## src/design/rot_pkg.sv

```systemverilog
// shared constants for the byte rotate datapath
package rot_pkg;
    // register bus geometry
    localparam int          ADDR_W        = 8;
    localparam int          DATA_W        = 32;
    localparam int          FADDR_W       = 12;
    // register byte offsets
    localparam logic [7:0]  OFS_CTRL      = 8'h00;
    localparam logic [7:0]  OFS_BANK      = 8'h04;
    localparam logic [7:0]  OFS_WREG      = 8'h08;
    localparam logic [7:0]  OFS_FLAGS     = 8'h0C;
    localparam logic [7:0]  OFS_INDEX     = 8'h10;
    localparam logic [7:0]  OFS_LAST      = 8'h14;
    // field positions
    localparam int          CTRL_EXT_BIT  = 0;
    localparam int          FLAG_C_BIT    = 0;
    localparam int          FLAG_Z_BIT    = 1;
    localparam int          FLAG_N_BIT    = 2;
    localparam int          BANK_W        = 4;
    // reset values
    localparam logic        RST_EXT       = 1'b0;
    localparam logic [3:0]  RST_BANK      = 4'h0;
    localparam logic [7:0]  RST_WREG      = 8'h00;
    localparam logic [2:0]  RST_FLAGS     = 3'h0;
    localparam logic [11:0] RST_INDEX     = 12'h000;
    // opcode field, instruction bits 15..10
    localparam logic [5:0]  OP_RLNC       = 6'h11;
    localparam logic [5:0]  OP_RRC        = 6'h0C;
    localparam logic [5:0]  OP_RLC        = 6'h0D;
    localparam int          INSTR_D_BIT   = 9;
    localparam int          INSTR_A_BIT   = 8;
    // addressing limits
    localparam logic [7:0]  IDX_LIMIT     = 8'h5F;
    localparam logic [3:0]  ACC_HIGH_BANK = 4'hF;
    localparam logic [3:0]  ACC_LOW_BANK  = 4'h0;
    // bus responses
    localparam logic [1:0]  RESP_OKAY     = 2'h0;
    localparam logic [1:0]  RESP_SLVERR   = 2'h2;
    // sequencer states
    typedef enum logic [2:0] {
        ST_IDLE = 3'b001,
        ST_READ = 3'b010,
        ST_EXEC = 3'b100
    } seq_t;
endpackage

```

## src/design/byte_rotate_datapath.sv

```systemverilog
// byte rotate datapath with file addressing and register slave
`timescale 1ns/100ps
// Behaviour
// - left rotate no carry: msb to bit0
// - right rotate through carry, carry from bit0
// - d=0 writes working reg, d=1 file
// - a=0 access bank, a=1 bank select register
// - extended, a=0, f<=95 uses indexed offset
// - indexed offset only with extended set enabled
// - left rotate through carry, bit7 to carry
module byte_rotate_datapath (
    input  wire logic        i_clk,
    input  wire logic        i_rst,
    input  wire logic        i_ce,
    // instruction from decoder
    input  wire logic        i_instr_valid,
    input  wire logic [15:0] i_instr,
    output logic             o_busy,
    // data memory register file
    output logic [11:0]      o_mem_addr,
    output logic             o_mem_rd,
    input  wire logic [7:0]  i_mem_rdata,
    output logic             o_mem_wr,
    output logic [7:0]       o_mem_wdata,
    // working register and flags
    output logic [7:0]       o_wreg,
    output logic             o_carry,
    output logic             o_zero,
    output logic             o_negative,
    // axi4-lite slave
    input  wire logic [7:0]  i_awaddr,
    input  wire logic        i_awvalid,
    output logic             o_awready,
    input  wire logic [31:0] i_wdata,
    input  wire logic [3:0]  i_wstrb,
    input  wire logic        i_wvalid,
    output logic             o_wready,
    output logic [1:0]       o_bresp,
    output logic             o_bvalid,
    input  wire logic        i_bready,
    input  wire logic [7:0]  i_araddr,
    input  wire logic        i_arvalid,
    output logic             o_arready,
    output logic [31:0]      o_rdata,
    output logic [1:0]       o_rresp,
    output logic             o_rvalid,
    input  wire logic        i_rready
);
    rot_pkg::seq_t    state_ff;
    logic             busy_ff;
    logic [5:0]       op_ff;
    logic             dest_ff;
    logic [11:0]      addr_ff;
    logic             rd_ff;
    logic             wr_ff;
    logic [7:0]       wdat_ff;
    logic             ext_ff;
    logic [3:0]       bank_ff;
    logic [7:0]       wreg_ff;
    logic [2:0]       flags_ff;
    logic [11:0]      index_ff;
    logic             aw_got_ff;
    logic             w_got_ff;
    logic [7:0]       awaddr_ff;
    logic [31:0]      wd_ff;
    logic [3:0]       ws_ff;
    logic             awready_ff;
    logic             wready_ff;
    logic             bvalid_ff;
    logic [1:0]       bresp_ff;
    logic             arready_ff;
    logic             rvalid_ff;
    logic [31:0]      rdata_ff;
    logic [1:0]       rresp_ff;

    // instruction fields
    wire logic [5:0]  in_op   = i_instr[15:10];
    wire logic        in_d    = i_instr[rot_pkg::INSTR_D_BIT];
    wire logic        in_a    = i_instr[rot_pkg::INSTR_A_BIT];
    wire logic [7:0]  in_f    = i_instr[7:0];
    wire logic        op_ok   = (in_op == rot_pkg::OP_RLNC) ||
                                (in_op == rot_pkg::OP_RRC) ||
                                (in_op == rot_pkg::OP_RLC);
    // unsupported opcodes are left for other units, never taken here
    wire logic        accept  = i_instr_valid && !busy_ff && op_ok;

    // effective file address
    wire logic        use_idx = ext_ff && !in_a &&
                                (in_f <= rot_pkg::IDX_LIMIT);
    // offset wraps inside the 12-bit file space, carry out dropped on purpose
    wire logic [11:0] idx_adr = 12'(index_ff + {4'h0, in_f});
    wire logic [3:0]  acc_bnk = (in_f > rot_pkg::IDX_LIMIT) ?
                                rot_pkg::ACC_HIGH_BANK :
                                rot_pkg::ACC_LOW_BANK;
    wire logic [3:0]  sel_bnk = in_a ? bank_ff : acc_bnk;
    wire logic [11:0] eff_adr = use_idx ? idx_adr : {sel_bnk, in_f};

    // rotate unit on the fetched operand
    wire logic [7:0]  src     = i_mem_rdata;
    wire logic        c_in    = flags_ff[rot_pkg::FLAG_C_BIT];
    logic [7:0]       rot_res;
    logic             rot_c;
    always_comb begin
        rot_res = src;
        rot_c   = c_in;
        case (op_ff)
            rot_pkg::OP_RLNC: begin
                rot_res = {src[6:0], src[7]};
                rot_c   = c_in;
            end
            rot_pkg::OP_RRC: begin
                rot_res = {c_in, src[7:1]};
                rot_c   = src[0];
            end
            rot_pkg::OP_RLC: begin
                rot_res = {src[6:0], c_in};
                rot_c   = src[7];
            end
            default: begin
                rot_res = src;
                rot_c   = c_in;
            end
        endcase
    end
    wire logic        res_z   = (rot_res == 8'h00);
    wire logic        res_n   = rot_res[7];
    wire logic [2:0]  new_flg = {res_n, res_z, rot_c};
    wire logic        exec    = (state_ff == rot_pkg::ST_EXEC);

    // sequencer: fetch, then rotate and write back
    always_ff @(posedge i_clk or posedge i_rst) begin
        if (i_rst) begin
            state_ff <= rot_pkg::ST_IDLE;
            busy_ff  <= 1'b0;
            op_ff    <= 6'h00;
            dest_ff  <= 1'b0;
            addr_ff  <= 12'h000;
            rd_ff    <= 1'b0;
            wr_ff    <= 1'b0;
            wdat_ff  <= 8'h00;
        end else if (i_ce) begin
            rd_ff <= 1'b0;
            wr_ff <= 1'b0;
            case (state_ff)
                rot_pkg::ST_IDLE: begin
                    if (accept) begin
                        state_ff <= rot_pkg::ST_READ;
                        busy_ff  <= 1'b1;
                        op_ff    <= in_op;
                        dest_ff  <= in_d;
                        addr_ff  <= eff_adr;
                        rd_ff    <= 1'b1;
                    end
                end
                rot_pkg::ST_READ: begin
                    state_ff <= rot_pkg::ST_EXEC;
                end
                rot_pkg::ST_EXEC: begin
                    state_ff <= rot_pkg::ST_IDLE;
                    busy_ff  <= 1'b0;
                    wr_ff    <= dest_ff;
                    wdat_ff  <= rot_res;
                end
                default: begin
                    state_ff <= rot_pkg::ST_IDLE;
                    busy_ff  <= 1'b0;
                end
            endcase
        end
    end

    // bus write channel bookkeeping
    wire logic        aw_take   = i_awvalid && awready_ff;
    wire logic        w_take    = i_wvalid && wready_ff;
    wire logic        do_write  = aw_got_ff && w_got_ff && !bvalid_ff;
    wire logic        nxt_awgot = !do_write && (aw_got_ff || aw_take);
    wire logic        nxt_wgot  = !do_write && (w_got_ff || w_take);
    wire logic        nxt_bval  = do_write || (bvalid_ff && !i_bready);
    wire logic        wr_hit    = (awaddr_ff == rot_pkg::OFS_CTRL) ||
                                  (awaddr_ff == rot_pkg::OFS_BANK) ||
                                  (awaddr_ff == rot_pkg::OFS_WREG) ||
                                  (awaddr_ff == rot_pkg::OFS_FLAGS) ||
                                  (awaddr_ff == rot_pkg::OFS_INDEX) ||
                                  (awaddr_ff == rot_pkg::OFS_LAST);

    // byte lane mask from write strobes
    logic [31:0] wmask;
    genvar gb;
    generate
        for (gb = 0; gb < 4; gb++) begin : g_lane
            assign wmask[gb*8 +: 8] = {8{ws_ff[gb]}};
        end
    endgenerate
    wire logic [31:0] wmerge = wd_ff & wmask;
    wire logic        wl0    = ws_ff[0];
    wire logic        wl1    = ws_ff[1];

    // software register writes; hardware updates win the same cycle
    wire logic sw_ctrl  = do_write && (awaddr_ff == rot_pkg::OFS_CTRL);
    wire logic sw_bank  = do_write && (awaddr_ff == rot_pkg::OFS_BANK);
    wire logic sw_wreg  = do_write && (awaddr_ff == rot_pkg::OFS_WREG);
    wire logic sw_flags = do_write && (awaddr_ff == rot_pkg::OFS_FLAGS);
    wire logic sw_index = do_write && (awaddr_ff == rot_pkg::OFS_INDEX);
    wire logic hw_wreg  = exec && !dest_ff;
    always_ff @(posedge i_clk or posedge i_rst) begin
        if (i_rst) begin
            ext_ff   <= rot_pkg::RST_EXT;
            bank_ff  <= rot_pkg::RST_BANK;
            wreg_ff  <= rot_pkg::RST_WREG;
            flags_ff <= rot_pkg::RST_FLAGS;
            index_ff <= rot_pkg::RST_INDEX;
        end else if (i_ce) begin
            if (sw_ctrl && wl0)
                ext_ff <= wmerge[rot_pkg::CTRL_EXT_BIT];
            if (sw_bank && wl0)
                bank_ff <= wmerge[3:0];
            if (hw_wreg)
                wreg_ff <= rot_res;
            else if (sw_wreg && wl0)
                wreg_ff <= wmerge[7:0];
            if (exec && (op_ff == rot_pkg::OP_RLNC))
                flags_ff <= {res_n, res_z, c_in};
            else if (exec)
                flags_ff <= new_flg;
            else if (sw_flags && wl0)
                flags_ff <= wmerge[2:0];
            if (sw_index && wl0)
                index_ff[7:0] <= wmerge[7:0];
            if (sw_index && wl1)
                index_ff[11:8] <= wmerge[11:8];
        end
    end

    // write address, data and response channels
    always_ff @(posedge i_clk or posedge i_rst) begin
        if (i_rst) begin
            aw_got_ff  <= 1'b0;
            w_got_ff   <= 1'b0;
            awaddr_ff  <= 8'h00;
            wd_ff      <= 32'h0000_0000;
            ws_ff      <= 4'h0;
            awready_ff <= 1'b0;
            wready_ff  <= 1'b0;
            bvalid_ff  <= 1'b0;
            bresp_ff   <= rot_pkg::RESP_OKAY;
        end else if (i_ce) begin
            aw_got_ff  <= nxt_awgot;
            w_got_ff   <= nxt_wgot;
            awready_ff <= !nxt_awgot && !nxt_bval;
            wready_ff  <= !nxt_wgot && !nxt_bval;
            bvalid_ff  <= nxt_bval;
            if (aw_take)
                awaddr_ff <= {i_awaddr[7:2], 2'b00};
            if (w_take) begin
                wd_ff <= i_wdata;
                ws_ff <= i_wstrb;
            end
            if (do_write) // unmapped offsets answer slverr
                bresp_ff <= wr_hit ? rot_pkg::RESP_OKAY :
                                     rot_pkg::RESP_SLVERR;
        end
    end

    // read decode
    wire logic [7:0] ar_word = {i_araddr[7:2], 2'b00};
    logic [31:0]     rd_val;
    logic            rd_hit;
    always_comb begin
        rd_val = 32'h0000_0000;
        rd_hit = 1'b1;
        case (ar_word)
            rot_pkg::OFS_CTRL:  rd_val = {31'h0, ext_ff};
            rot_pkg::OFS_BANK:  rd_val = {28'h0, bank_ff};
            rot_pkg::OFS_WREG:  rd_val = {24'h0, wreg_ff};
            rot_pkg::OFS_FLAGS: rd_val = {29'h0, flags_ff};
            rot_pkg::OFS_INDEX: rd_val = {20'h0, index_ff};
            rot_pkg::OFS_LAST:  rd_val = {19'h0, busy_ff, addr_ff};
            default:            rd_hit = 1'b0;
        endcase
    end
    wire logic ar_take  = i_arvalid && arready_ff;
    wire logic nxt_rval = ar_take || (rvalid_ff && !i_rready);

    // read address and data channels
    always_ff @(posedge i_clk or posedge i_rst) begin
        if (i_rst) begin
            arready_ff <= 1'b0;
            rvalid_ff  <= 1'b0;
            rdata_ff   <= 32'h0000_0000;
            rresp_ff   <= rot_pkg::RESP_OKAY;
        end else if (i_ce) begin
            arready_ff <= !nxt_rval;
            rvalid_ff  <= nxt_rval;
            if (ar_take) begin
                rdata_ff <= rd_val;
                rresp_ff <= rd_hit ? rot_pkg::RESP_OKAY :
                                     rot_pkg::RESP_SLVERR;
            end
        end
    end

    // all outputs straight from flops
    assign o_busy      = busy_ff;
    assign o_mem_addr  = addr_ff;
    assign o_mem_rd    = rd_ff;
    assign o_mem_wr    = wr_ff;
    assign o_mem_wdata = wdat_ff;
    assign o_wreg      = wreg_ff;
    assign o_carry     = flags_ff[rot_pkg::FLAG_C_BIT];
    assign o_zero      = flags_ff[rot_pkg::FLAG_Z_BIT];
    assign o_negative  = flags_ff[rot_pkg::FLAG_N_BIT];
    assign o_awready   = awready_ff;
    assign o_wready    = wready_ff;
    assign o_bvalid    = bvalid_ff;
    assign o_bresp     = bresp_ff;
    assign o_arready   = arready_ff;
    assign o_rvalid    = rvalid_ff;
    assign o_rdata     = rdata_ff;
    assign o_rresp     = rresp_ff;
endmodule

```

## config.mk

```make
export PLATFORM = sky130hd
export DESIGN_NAME = byte_rotate_datapath
export DESIGN_NICKNAME = d
export VERILOG_FILES = /design/src/design/rot_pkg.sv /design/src/design/byte_rotate_datapath.sv
export SDC_FILE = /design/constraint.sdc
export NUM_CORES = 1
export LEC_CHECK = 0
export ABC_AREA = 1
export BUFFER_PORTS_ARGS = -buffer_cell sky130_fd_sc_hd__buf_2
export CAP_MARGIN = 30
export CORE_AREA = 3 3 93 117
export CTS_CLUSTER_SIZE = 14
export DETAILED_ROUTE_END_ITERATION = 10
export DIE_AREA = 0 0 96 120
export PLACE_DENSITY = 0.9
export SYNTH_ARGS = -nofsm -noshare
export SYNTH_HDL_FRONTEND = slang
export SYNTH_SLANG_ARGS = --single-unit
```

## constraint.sdc

```tcl
create_clock -name i_clk -period 10 [get_ports i_clk]
set_input_delay 2 -clock i_clk [delete_from_list [all_inputs] [get_ports i_clk]]
set_output_delay 2 -clock i_clk [all_outputs]
set_load 0.02 [all_outputs]
```

* Word level (Yosys, flattened, before mapping) *
Index checks and enable logic that the tools add are counted.

word-level totals
  register bits after elaboration = 124
  input port bits = 85
  output and inout port bits = 75
  logic and storage cells = 148

cells by class
  add/sub/neg operators = 1
  magnitude comparators = 2
  eq/ne operators = 21
  mux-type cells = 21
  bitwise gates (word level) = 3
  reductions and logical operators = 72

operators by type and width
  kind                count
  $pmux 13 s6         1
  $logic_and 1x1->1   28
  $eq 6x2->1 const B  4
  $eq 6x3->1 const B  4
  $eq 6x4->1 const B  4
  $logic_not 8->1     3
  $pmux 8 s3          1
  $reduce_and 2->1    12
  $mux 8              2
  $add 12x8->12       1
  $and 12x12->12      1
  $eq 6x1->1 const B  2
  $eq 6x5->1 const B  2
  $mux 12             1
  $mux 3              4
  $logic_not 1->1     11
  $logic_or 1x1->1    11
  $gt 8x7->1 const B  1
  $le 8x7->1 const B  1
  $mux 4              2
  $pmux 3 s2          1
  $reduce_and 3->1    2
  $reduce_or 6->1     1
  $mux 1              5
  11 further kinds    15

* Depth between registers and ports, before layout *
Gate-level depths: netlist of the first run.

  depth in word-level cells = 7
  depth in mapped cells = 11
  depth with buffers taken out = 11

* Worst setup path after synthesis of the first run *
No wires, ideal clock.

  path type = input-to-reg
  start = input i_instr[0]
  end = register addr_ff[4] (netlist: o_mem_addr[4])
  setup time = 0.127 ns
  data arrival time = 3.175 ns
  data required time = 9.873 ns
  path slack = 6.698 ns
  cell stages on the path = 7
  path buffers = 0
  cell sequence = ha_1 fa_1 nand2_1 o21ai_1 or2_2 a21oi_1 o21ai_0

on the way
  longest elaborated chain between the ends = 3
  elaborated cells between the ends (all ways) = 4

ends and longest elaborated chain
  what                                                                   line                         source
  start, declared                                                        byte_rotate_datapath.sv:17   input wire logic [15:0] i_instr,
  parallel branches: the longest is 2 deep, another holds $add 12x8->12  --
  $mux 12 (*)                                                            byte_rotate_datapath.sv:96   wire logic [11:0] eff_adr = use_idx ? idx_adr : {sel_bnk, in_f};
  end signal, assigned                                                   byte_rotate_datapath.sv:151  addr_ff <= eff_adr;
  end, declared                                                          byte_rotate_datapath.sv:53   logic [11:0] addr_ff;

Every way passes the cells marked *.
A chain may end at the register's enable or synchronous reset.

* Final worst setup path of the first run *
  start = input i_instr[12]
  end = register addr_ff[9] (netlist: o_mem_addr[9])

on the way
  longest elaborated chain between the ends = 5
  elaborated cells between the ends (all ways) = 7

ends and longest elaborated chain
  what                                      line                                                    source
  $eq 6x5->1 or $eq 6x4->1 (tied branches)  byte_rotate_datapath.sv:81, byte_rotate_datapath.sv:82
  $logic_or 1x1->1                          byte_rotate_datapath.sv:81                              wire logic op_ok = (in_op == rot_pkg::OP_RLNC) ||
  $logic_or 1x1->1 (*)                      byte_rotate_datapath.sv:82                              (in_op == rot_pkg::OP_RRC) ||
  $logic_and 1x1->1 (*)                     byte_rotate_datapath.sv:85                              wire logic accept = i_instr_valid && !busy_ff && op_ok;
  $reduce_and 3->1 (no line) (*)            --

Every way passes the cells marked *; elsewhere a longest branch is shown, timed or not.

==> metrics.md, run 1 <==
| Metric | Value |
|---|---|
| Status | complete, no violations |
| Antenna-violating nets left | 0 |
| Combinational power share | 0.320 |
| Fraction of layout cells with a size suffix above 1 | 0.204 |
| Chip width | 96 um |
| Final WL | 14300 um |
| Largest family of logic cells by synthesized area | simple AND/OR/NAND/NOR gates |
| First-pass GRT wire length | 22800 um |
| Switching share of power | 0.390 |
| CP endpoint kind | flip-flop |
| Die footprint | 11500 sq um |
| M2 GR Usage | 0.413 |
| DR WL/cell | 15.2 um |
| DP HPWL | 10700 um |
| Grt peak-use layer | met2 |
| Core area | 10000 sq um |
| Hold_buf cts | 0 |
| Worst path slowest cell | nor2_4 |
| Placed cell area | 6100 sq um |
| Initial DRC Count | 429 |
| Std cell rows | 41 |
| Final setup violation count | 0 |
| Max transition margin | 0.383 |
| Vias per std cell | 5.50 |
| I/O pin cnt | 160 |
| Worst Hold Class | reg -> reg |
| Starting Density | 0.555 |
| TritonCTS clock tree | built |
| Post-synthesis sequential element count | 103 |
| YS warnings | 0 |
| TritonCTS Buffers | 9 |
| Gpl congestion | 0.922 |
| Main synth FF type | dfrtp_1 |
| Lkg Pwr | 3.28 nW |
| Vias post-DR | 5161 |
| Adder-cell area share of the yosys netlist | 0.0216 |
| H-tree depth | 3 |
| Pwr Density | 240 nW/um^2 |
| Int Pwr | 0.000942 W |
| Min cycle time layout | 3630 ps |
| Max Cap Violations | 0 |
| Antenna violations before repair | 0 |
| IO buf count | 112 |
| Routing usage on met1 | 0.322 |
| Post-synth design cell area | 5560 sq um |
| Die Ht | 120 um |
| Crit path kind | in -> reg |
| Critical Path Start Type | primary input |
| Largest net degree at the start of global routing | 74 |
| Post-synthesis simple-gate area fraction | 0.261 |
| Met3 usage | 0.0382 |
| DRC viols | 0 |
| GRT Overall Usage | 0.253 |
| RSZ-0062 raised after global routing | false |
| Final max-slew violation count | 0 |
| Sequential cell area | 2580 sq um |
| CP max FO | 26 |
| Fin crit share | 0.363 |
| CP dominant cell by count | a21oi_1 |
| Number of synthesized flops with an enable pin | 0 |
| Area added between synthesis and finish | 15.9% |
| TritonCTS Sinks | 103 |
| Async set-reset flop share out of synthesis | 1.00 |
| Clock buffer depth | 2 |
| Cells after synthesis | 699 |
| Final TNS setup | 0 ps |
| Peak ir drop on the vdd network | 0.000148 V |
| CP Cell Sequence | buf_2, o31ai_1, nand3b_1, nor2_4, nand2_1, a21oi_1, a21oi_1 |
| Max frequency | 0.276 GHz |
| Fin. Hold Viols | 0 |
| Clk slew on worst S/H paths | 70 ps |
| Flop pwr share | 0.430 |
| Register area share after synthesis | 0.464 |
| Fillers | 869 |
| XOR/XNOR share of the synthesized area | 0.00315 |
| Final instance area | 6440 sq um |
| Psw | 0.000603 W |
| Post-cts sizing count | 0 |
| Commonest non-fill, non-tap cells in the layout | 177 x nand2_1, 112 x buf_2, 102 x dfrtp_1, 66 x inv_1, 64 x nor2_1 |
| Worst path max stage delay | 560 ps |
| Vias in the first global route | 4848 |
| Complex-gate fraction of the synthesized area | 0.151 |
| Clock power share | 0.251 |
| Antenna cell count | 0 |
| Detailed-router iteration count before antenna repair | 7 |
| Multi-input gate area | 2500 sq um |
| Slew @ Worst Pin | 922 ps |
| Post-CTS Setup Inserts | 0 |
| Final nets | 899 |
| Commonest non-fill, non-tap cell in the layout | nand2_1 |
| Clock root buffer | clkbuf_16 |
| Synth unique cells | 49 |
| Clock Skew | 6.52 ps |
| Critical Path RT | 10220 ps |
| Post-synthesis mux area share | 0 |
| Critical Path AT | 3850 ps |
| Total gr overflow | 0 |
| Synthesized area per cell | 7.95 sq um |
| Worst skew pair latency | 340 ps |
cell families after synthesis:
family,count (synthesis)
simple gates,324
compound gates,145
buf+inv,115
flops,103
fa+ha+maj,9
xor+xnor,2
other cells,1
synthesized netlist by cell type, types with 3 or more instances:
cell type | instances | area, sq um
dfrtp_1 | 102 | 2550
a21oi_1 | 29 | 145
o21ai_1 | 13 | 65.1
o211ai_1 | 5 | 37.5
o21ai_0 | 61 | 305
a31oi_1 | 8 | 50.1
nand3_1 | 41 | 205
a221oi_1 | 3 | 26.3
inv_2 | 9 | 33.8
a22oi_1 | 9 | 67.6
ha_1 | 8 | 100
nand3b_1 | 4 | 30.0
nor3_1 | 3 | 15.0
inv_1 | 67 | 251
nor2_2 | 4 | 25.0
nand4_1 | 11 | 68.8
nand2_1 | 177 | 664
clkbuf_1 | 4 | 15.0
buf_2 | 8 | 40.0
nor2_4 | 6 | 67.6
nor3_2 | 3 | 30.0
nor2_1 | 64 | 240
buf_4 | 24 | 180
routing by layer:
| metal | vias up | share of wire |
|---|---|---|
| met5 | - | 0 |
| met4 | 0 | 0.043 |
| met3 | 44 | 0.053 |
| met2 | 215 | 0.50 |
| met1 | 2427 | 0.41 |
| li1 | 2475 | - |
cell type report:
class | count | area share
Tap cell | 129 | 0.0251
Sequential cell | 103 | 0.401
Multi-Input combinational cell | 501 | 0.389
Clock buffer | 11 | 0.0393
Inverter | 77 | 0.0453
Timing Repair Buffer | 113 | 0.0882
Clock inverter | 5 | 0.0124
worst paths after layout:
check	startpoint	end	slack (ps)	cells after the start
hold reg to reg	ws_ff[1]	ws_ff[1]	470	2
hold / removal	ws_ff[1]	ws_ff[1]	470	2
setup / recovery	i_instr[12]	o_mem_addr[9]	6370	7
min in group asynchronous	i_rst	state_ff[2]	1640	2
max in group asynchronous	i_rst	o_rdata[0]	7150	3
setup reg to reg	o_busy	o_mem_addr[9]	7800	7
flip-flops by register name (all words and copies together), names as in the netlist, 4 cells and up:
signal,flops
awaddr_ff,6
o_mem_wdata,8
wd_ff,12
o_mem_addr,12
o_wreg,8
op_ff,6
bank_ff,4
o_rdata,13
index_ff,12
stage by stage:
| step | worst slack (ps) | utilization | std cells | hold slack (ps) | total power (W) |
|---|---|---|---|---|---|
| finish | 6370 | 0.644 | 939 | 472 | 0.00155 |
| global route | 6270 | 0.644 | 939 | 491 | 0.00163 |
| CTS | 6390 | 0.644 | 939 | 478 | 0.00155 |
| detailed placement | 6020 | 0.610 | 923 | 461 | 0.00115 |
| global placement | 6040 | 0.610 | 923 | 456 | 0.00113 |
| floorplan | 5300 | - | 719 | 442 | 0.000988 |
power groups by stage:
stage,clock network [W],registers (W),logic [W]
after floorplan,0,0.000719,0.000269
after global placement,0,0.000660,0.000475
after detailed placement,0,0.000665,0.000489
after CTS,0.000391,0.000661,0.000495
after global routing,0.000404,0.000678,0.000550
final,0.000387,0.000664,0.000494
critical path: cells and delay by family:
family / cells / cell delay [ps]
AO/OA/AOI/OAI: 3 / 730
AND/OR/NAND/NOR: 3 / 1000
buffers and inverters: 1 / 110
Note: power is estimated with default switching activity, not from simulation.
==> run 2, diff against run 1 <==
--- a/config.mk
+++ b/config.mk
@@ -8,11 +8,11 @@
 export ABC_AREA = 1
 export BUFFER_PORTS_ARGS = -buffer_cell sky130_fd_sc_hd__buf_2
 export CAP_MARGIN = 30
-export CORE_AREA = 3 3 93 117
+export CORE_AREA = 3 3 96 121
 export CTS_CLUSTER_SIZE = 14
 export DETAILED_ROUTE_END_ITERATION = 10
-export DIE_AREA = 0 0 96 120
-export PLACE_DENSITY = 0.9
+export DIE_AREA = 0 0 99 124
+export PLACE_DENSITY = 0.85
 export SYNTH_ARGS = -nofsm -noshare
 export SYNTH_HDL_FRONTEND = slang
 export SYNTH_SLANG_ARGS = --single-unit
==> constraint.sdc (replaced) <==
create_clock -name i_clk -period 3.5 [get_ports i_clk]
set_input_delay 0.7 -clock i_clk [delete_from_list [all_inputs] [get_ports i_clk]]
set_output_delay 0.7 -clock i_clk [all_outputs]
set_load 0.02 [all_outputs]
==> run 2 against run 1 <==
Worst setup slack worse by 5000 ps; register-to-register slack worse by 6500 ps; die area up 6.6%; highest routed layer unchanged; global-route usage down 1.5 points; critical path depth down 1; cell count up 0.75%; sequential share of layout area about the same.
==> metrics.md, run 2 (synthesized netlist as in run 1, its figures left out) <==
| Metric | Value |
|---|---|
| WP buf/inv | 1 (unchanged) |
| Pwr Density | 661 nW/um^2 (was 240 nW/um^2) |
| Min cycle time layout | 2160 ps |
| Clk slew on worst S/H paths | 70 ps (about the same) |
| Fillers | 967 (was 869) |
| Std cell rows | 42 (was 41) |
| Final setup violation count | 0 (unchanged) |
| Critical Path AT | 2390 ps (was 3850 ps) |
| Starting Density | 0.526 (was 0.555) |
| DP HPWL | 10900 um (was 10700 um) |
| Clock root buffer | clkbuf_16 (unchanged) |
| Critical Path RT | 3730 ps (was 10220 ps) |
| DR WL/cell | 15.2 um (about the same) |
| Antenna-violating nets left | 0 (unchanged) |
| Hold_buf cts | 0 (unchanged) |
| RSZ-0062 raised after global routing | false (unchanged) |
| Final cell count without fillers | 946 (was 939) |
| Flop pwr share | 0.445 (was 0.430) |
| TritonCTS clock tree | built (unchanged) |
| Worst skew pair latency | 350 ps (was 340 ps) |
| Critical Path Start Type | flip-flop (was primary input) |
| Commonest non-fill, non-tap cell in the layout | nand2_1 (unchanged) |
| Core area | 10600 sq um (was 10000 sq um) |
| Worst slack, placed | 1140 ps (was 6020 ps) |
| Worst path slowest cell | o21ai_2 (was nor2_4) |
| Max transition margin | 0.404 (was 0.383) |
| H-tree depth | 3 (unchanged) |
| Switching share of power | 0.405 (was 0.390) |
| Commonest non-fill, non-tap cells in the layout | 177 x nand2_1, 112 x buf_2, 102 x dfrtp_1, 66 x inv_1, 64 x nor2_1 (unchanged) |
| GRT Overall Usage | 0.239 (was 0.253) |
| Top cell family by delay on the critical path | compound AO/OA/AOI/OAI gates (was simple AND/OR/NAND/NOR gates) |
| Area added between synthesis and finish | 15.8% (was 15.9%) |
| Initial DRC Count | 345 (was 429) |
| Multi-input gate area | 2500 sq um (unchanged) |
| Fin crit share | 0.617 |
| Clock power share | 0.224 (was 0.251) |
| Int Pwr | 0.00253 W (was 0.000942 W) |
| Total gr overflow | 0 (unchanged) |
| Fraction of layout cells with a size suffix above 1 | 0.206 (was 0.204) |
| Crit path kind | reg -> reg (was in -> reg) |
| Peak ir drop on the vdd network | 0.000317 V (was 0.000148 V) |
| Final WL | 14400 um (was 14300 um) |
| Antenna cell count | 0 (unchanged) |
| Sequential cell area | 2580 sq um (unchanged) |
| Final worst slack | 1340 ps (was 6370 ps) |
| TritonCTS Buffers | 9 (unchanged) |
| CP endpoint kind | flip-flop (unchanged) |
| Detailed-router iteration count before antenna repair | 6 (was 7) |
| Gpl congestion | 0.963 (was 0.922) |
| Final nets | 904 (was 899) |
| Lkg Pwr | 3.28 nW (about the same) |
| Vias per std cell | 5.37 (was 5.50) |
| Final max-slew violation count | 0 (unchanged) |
| Combinational power share | 0.331 (was 0.320) |
| Psw | 0.00172 W (was 0.000603 W) |
| CP Cell Sequence | nor3_4, nand2_1, o21ai_2, inv_1, a31oi_1, a22oi_1 (was buf_2, o31ai_1, nand3b_1, nor2_4, nand2_1, a21oi_1, a21oi_1) |
| Placed Cells | 931 (was 923) |
| Die footprint | 12300 sq um (was 11500 sq um) |
| Die Ht | 124 um (was 120 um) |
| Final TNS setup | 0 ps (unchanged) |
| Max frequency | 0.463 GHz |
| Fin. Hold Viols | 0 (unchanged) |
| Max Cap Violations | 0 (unchanged) |
| Clock buffer depth | 2 (unchanged) |
| Status | complete, no violations (unchanged) |
| First-pass GRT wire length | 23200 um (was 22800 um) |
| DRC viols | 0 (unchanged) |
| Post-CTS Setup Inserts | 0 (unchanged) |
| Largest net degree at the start of global routing | 60 (was 74) |
| CP max FO | 13 (was 26) |
| Vias in the first global route | 4802 (was 4848) |
| Antenna violations before repair | 0 (unchanged) |
| Post-cts sizing count | 0 (unchanged) |
| I/O pin cnt | 160 (unchanged) |
| IO buf count | 112 (unchanged) |
| Worst path max stage delay | 510 ps (was 560 ps) |
| Worst Hold Class | reg -> reg (unchanged) |
| Vias post-DR | 5081 (was 5161) |
| WHS | 473 ps (was 472 ps) |
| Largest register FFs | 13 (unchanged) |
| Clock Skew | 9.27 ps (was 6.52 ps) |
| Slew @ Worst Pin | 890 ps (was 922 ps) |
| TritonCTS Sinks | 103 (unchanged) |
| Chip width | 99 um (was 96 um) |
==> run 2: worst paths after layout <==
kind / cells after the start / endpoint / slack (ps) / from
setup / recovery: 6 / o_wreg[5] / 1340 / state_ff[1]
hold / removal: 2 / wd_ff[7] / 470 / wd_ff[7]
setup reg to reg: 6 / o_wreg[5] / 1340 / state_ff[1]
hold reg to reg: 2 / wd_ff[7] / 470 / wd_ff[7]
max in group asynchronous: 3 / o_rdata[1] / 2320 / i_rst
min in group asynchronous: 2 / state_ff[1] / 490 / i_rst
==> run 2: power groups by stage <==
| stage | Combinational [W] | Sequential [W] | Clock, W |
|---|---|---|---|
| final | 0.00141 | 0.00189 | 0.000952 |
| after global routing | 0.00157 | 0.00194 | 0.00101 |
| after CTS | 0.00141 | 0.00189 | 0.000961 |
| after detailed placement | 0.00140 | 0.00190 | 0 |
| after global placement | 0.00137 | 0.00189 | 0 |
| after floorplan | 0.000767 | 0.00205 | 0 |
==> run 2: per-stage QoR <==
stage	instance area, sq um	util	power [W]
after floorplan	5630	-	0.00282
after global placement	6160	0.583	0.00326
after detailed placement	6160	0.583	0.00331
after CTS	6430	0.609	0.00426
after global routing	6430	0.609	0.00452
final	6430	0.609	0.00425
==> run 2: area by class of cell <==
class                           count  share of cell area
Tap cell                          132              0.0257
Sequential cell                   103               0.401
Inverter                           77              0.0453
Clock buffer                       11              0.0377
Multi-Input combinational cell    501               0.389
Clock inverter                      4             0.00486
Timing Repair Buffer              118              0.0961
==> run 2: per-layer routing <==
metal / routed length [um] / track usage
met5: 0 / 0
met4: 367 / 0.0974
met3: 829 / 0.0370
met2: 7220 / 0.410
met1: 5970 / 0.302
==> run 2: worst register-to-register path: stages (launching register included) <==
cell and delay (ps):
dfrtp_1 430, nor3_4 320, nand2_1 340, o21ai_2 510, inv_1 170, a31oi_1 180, a22oi_1 80
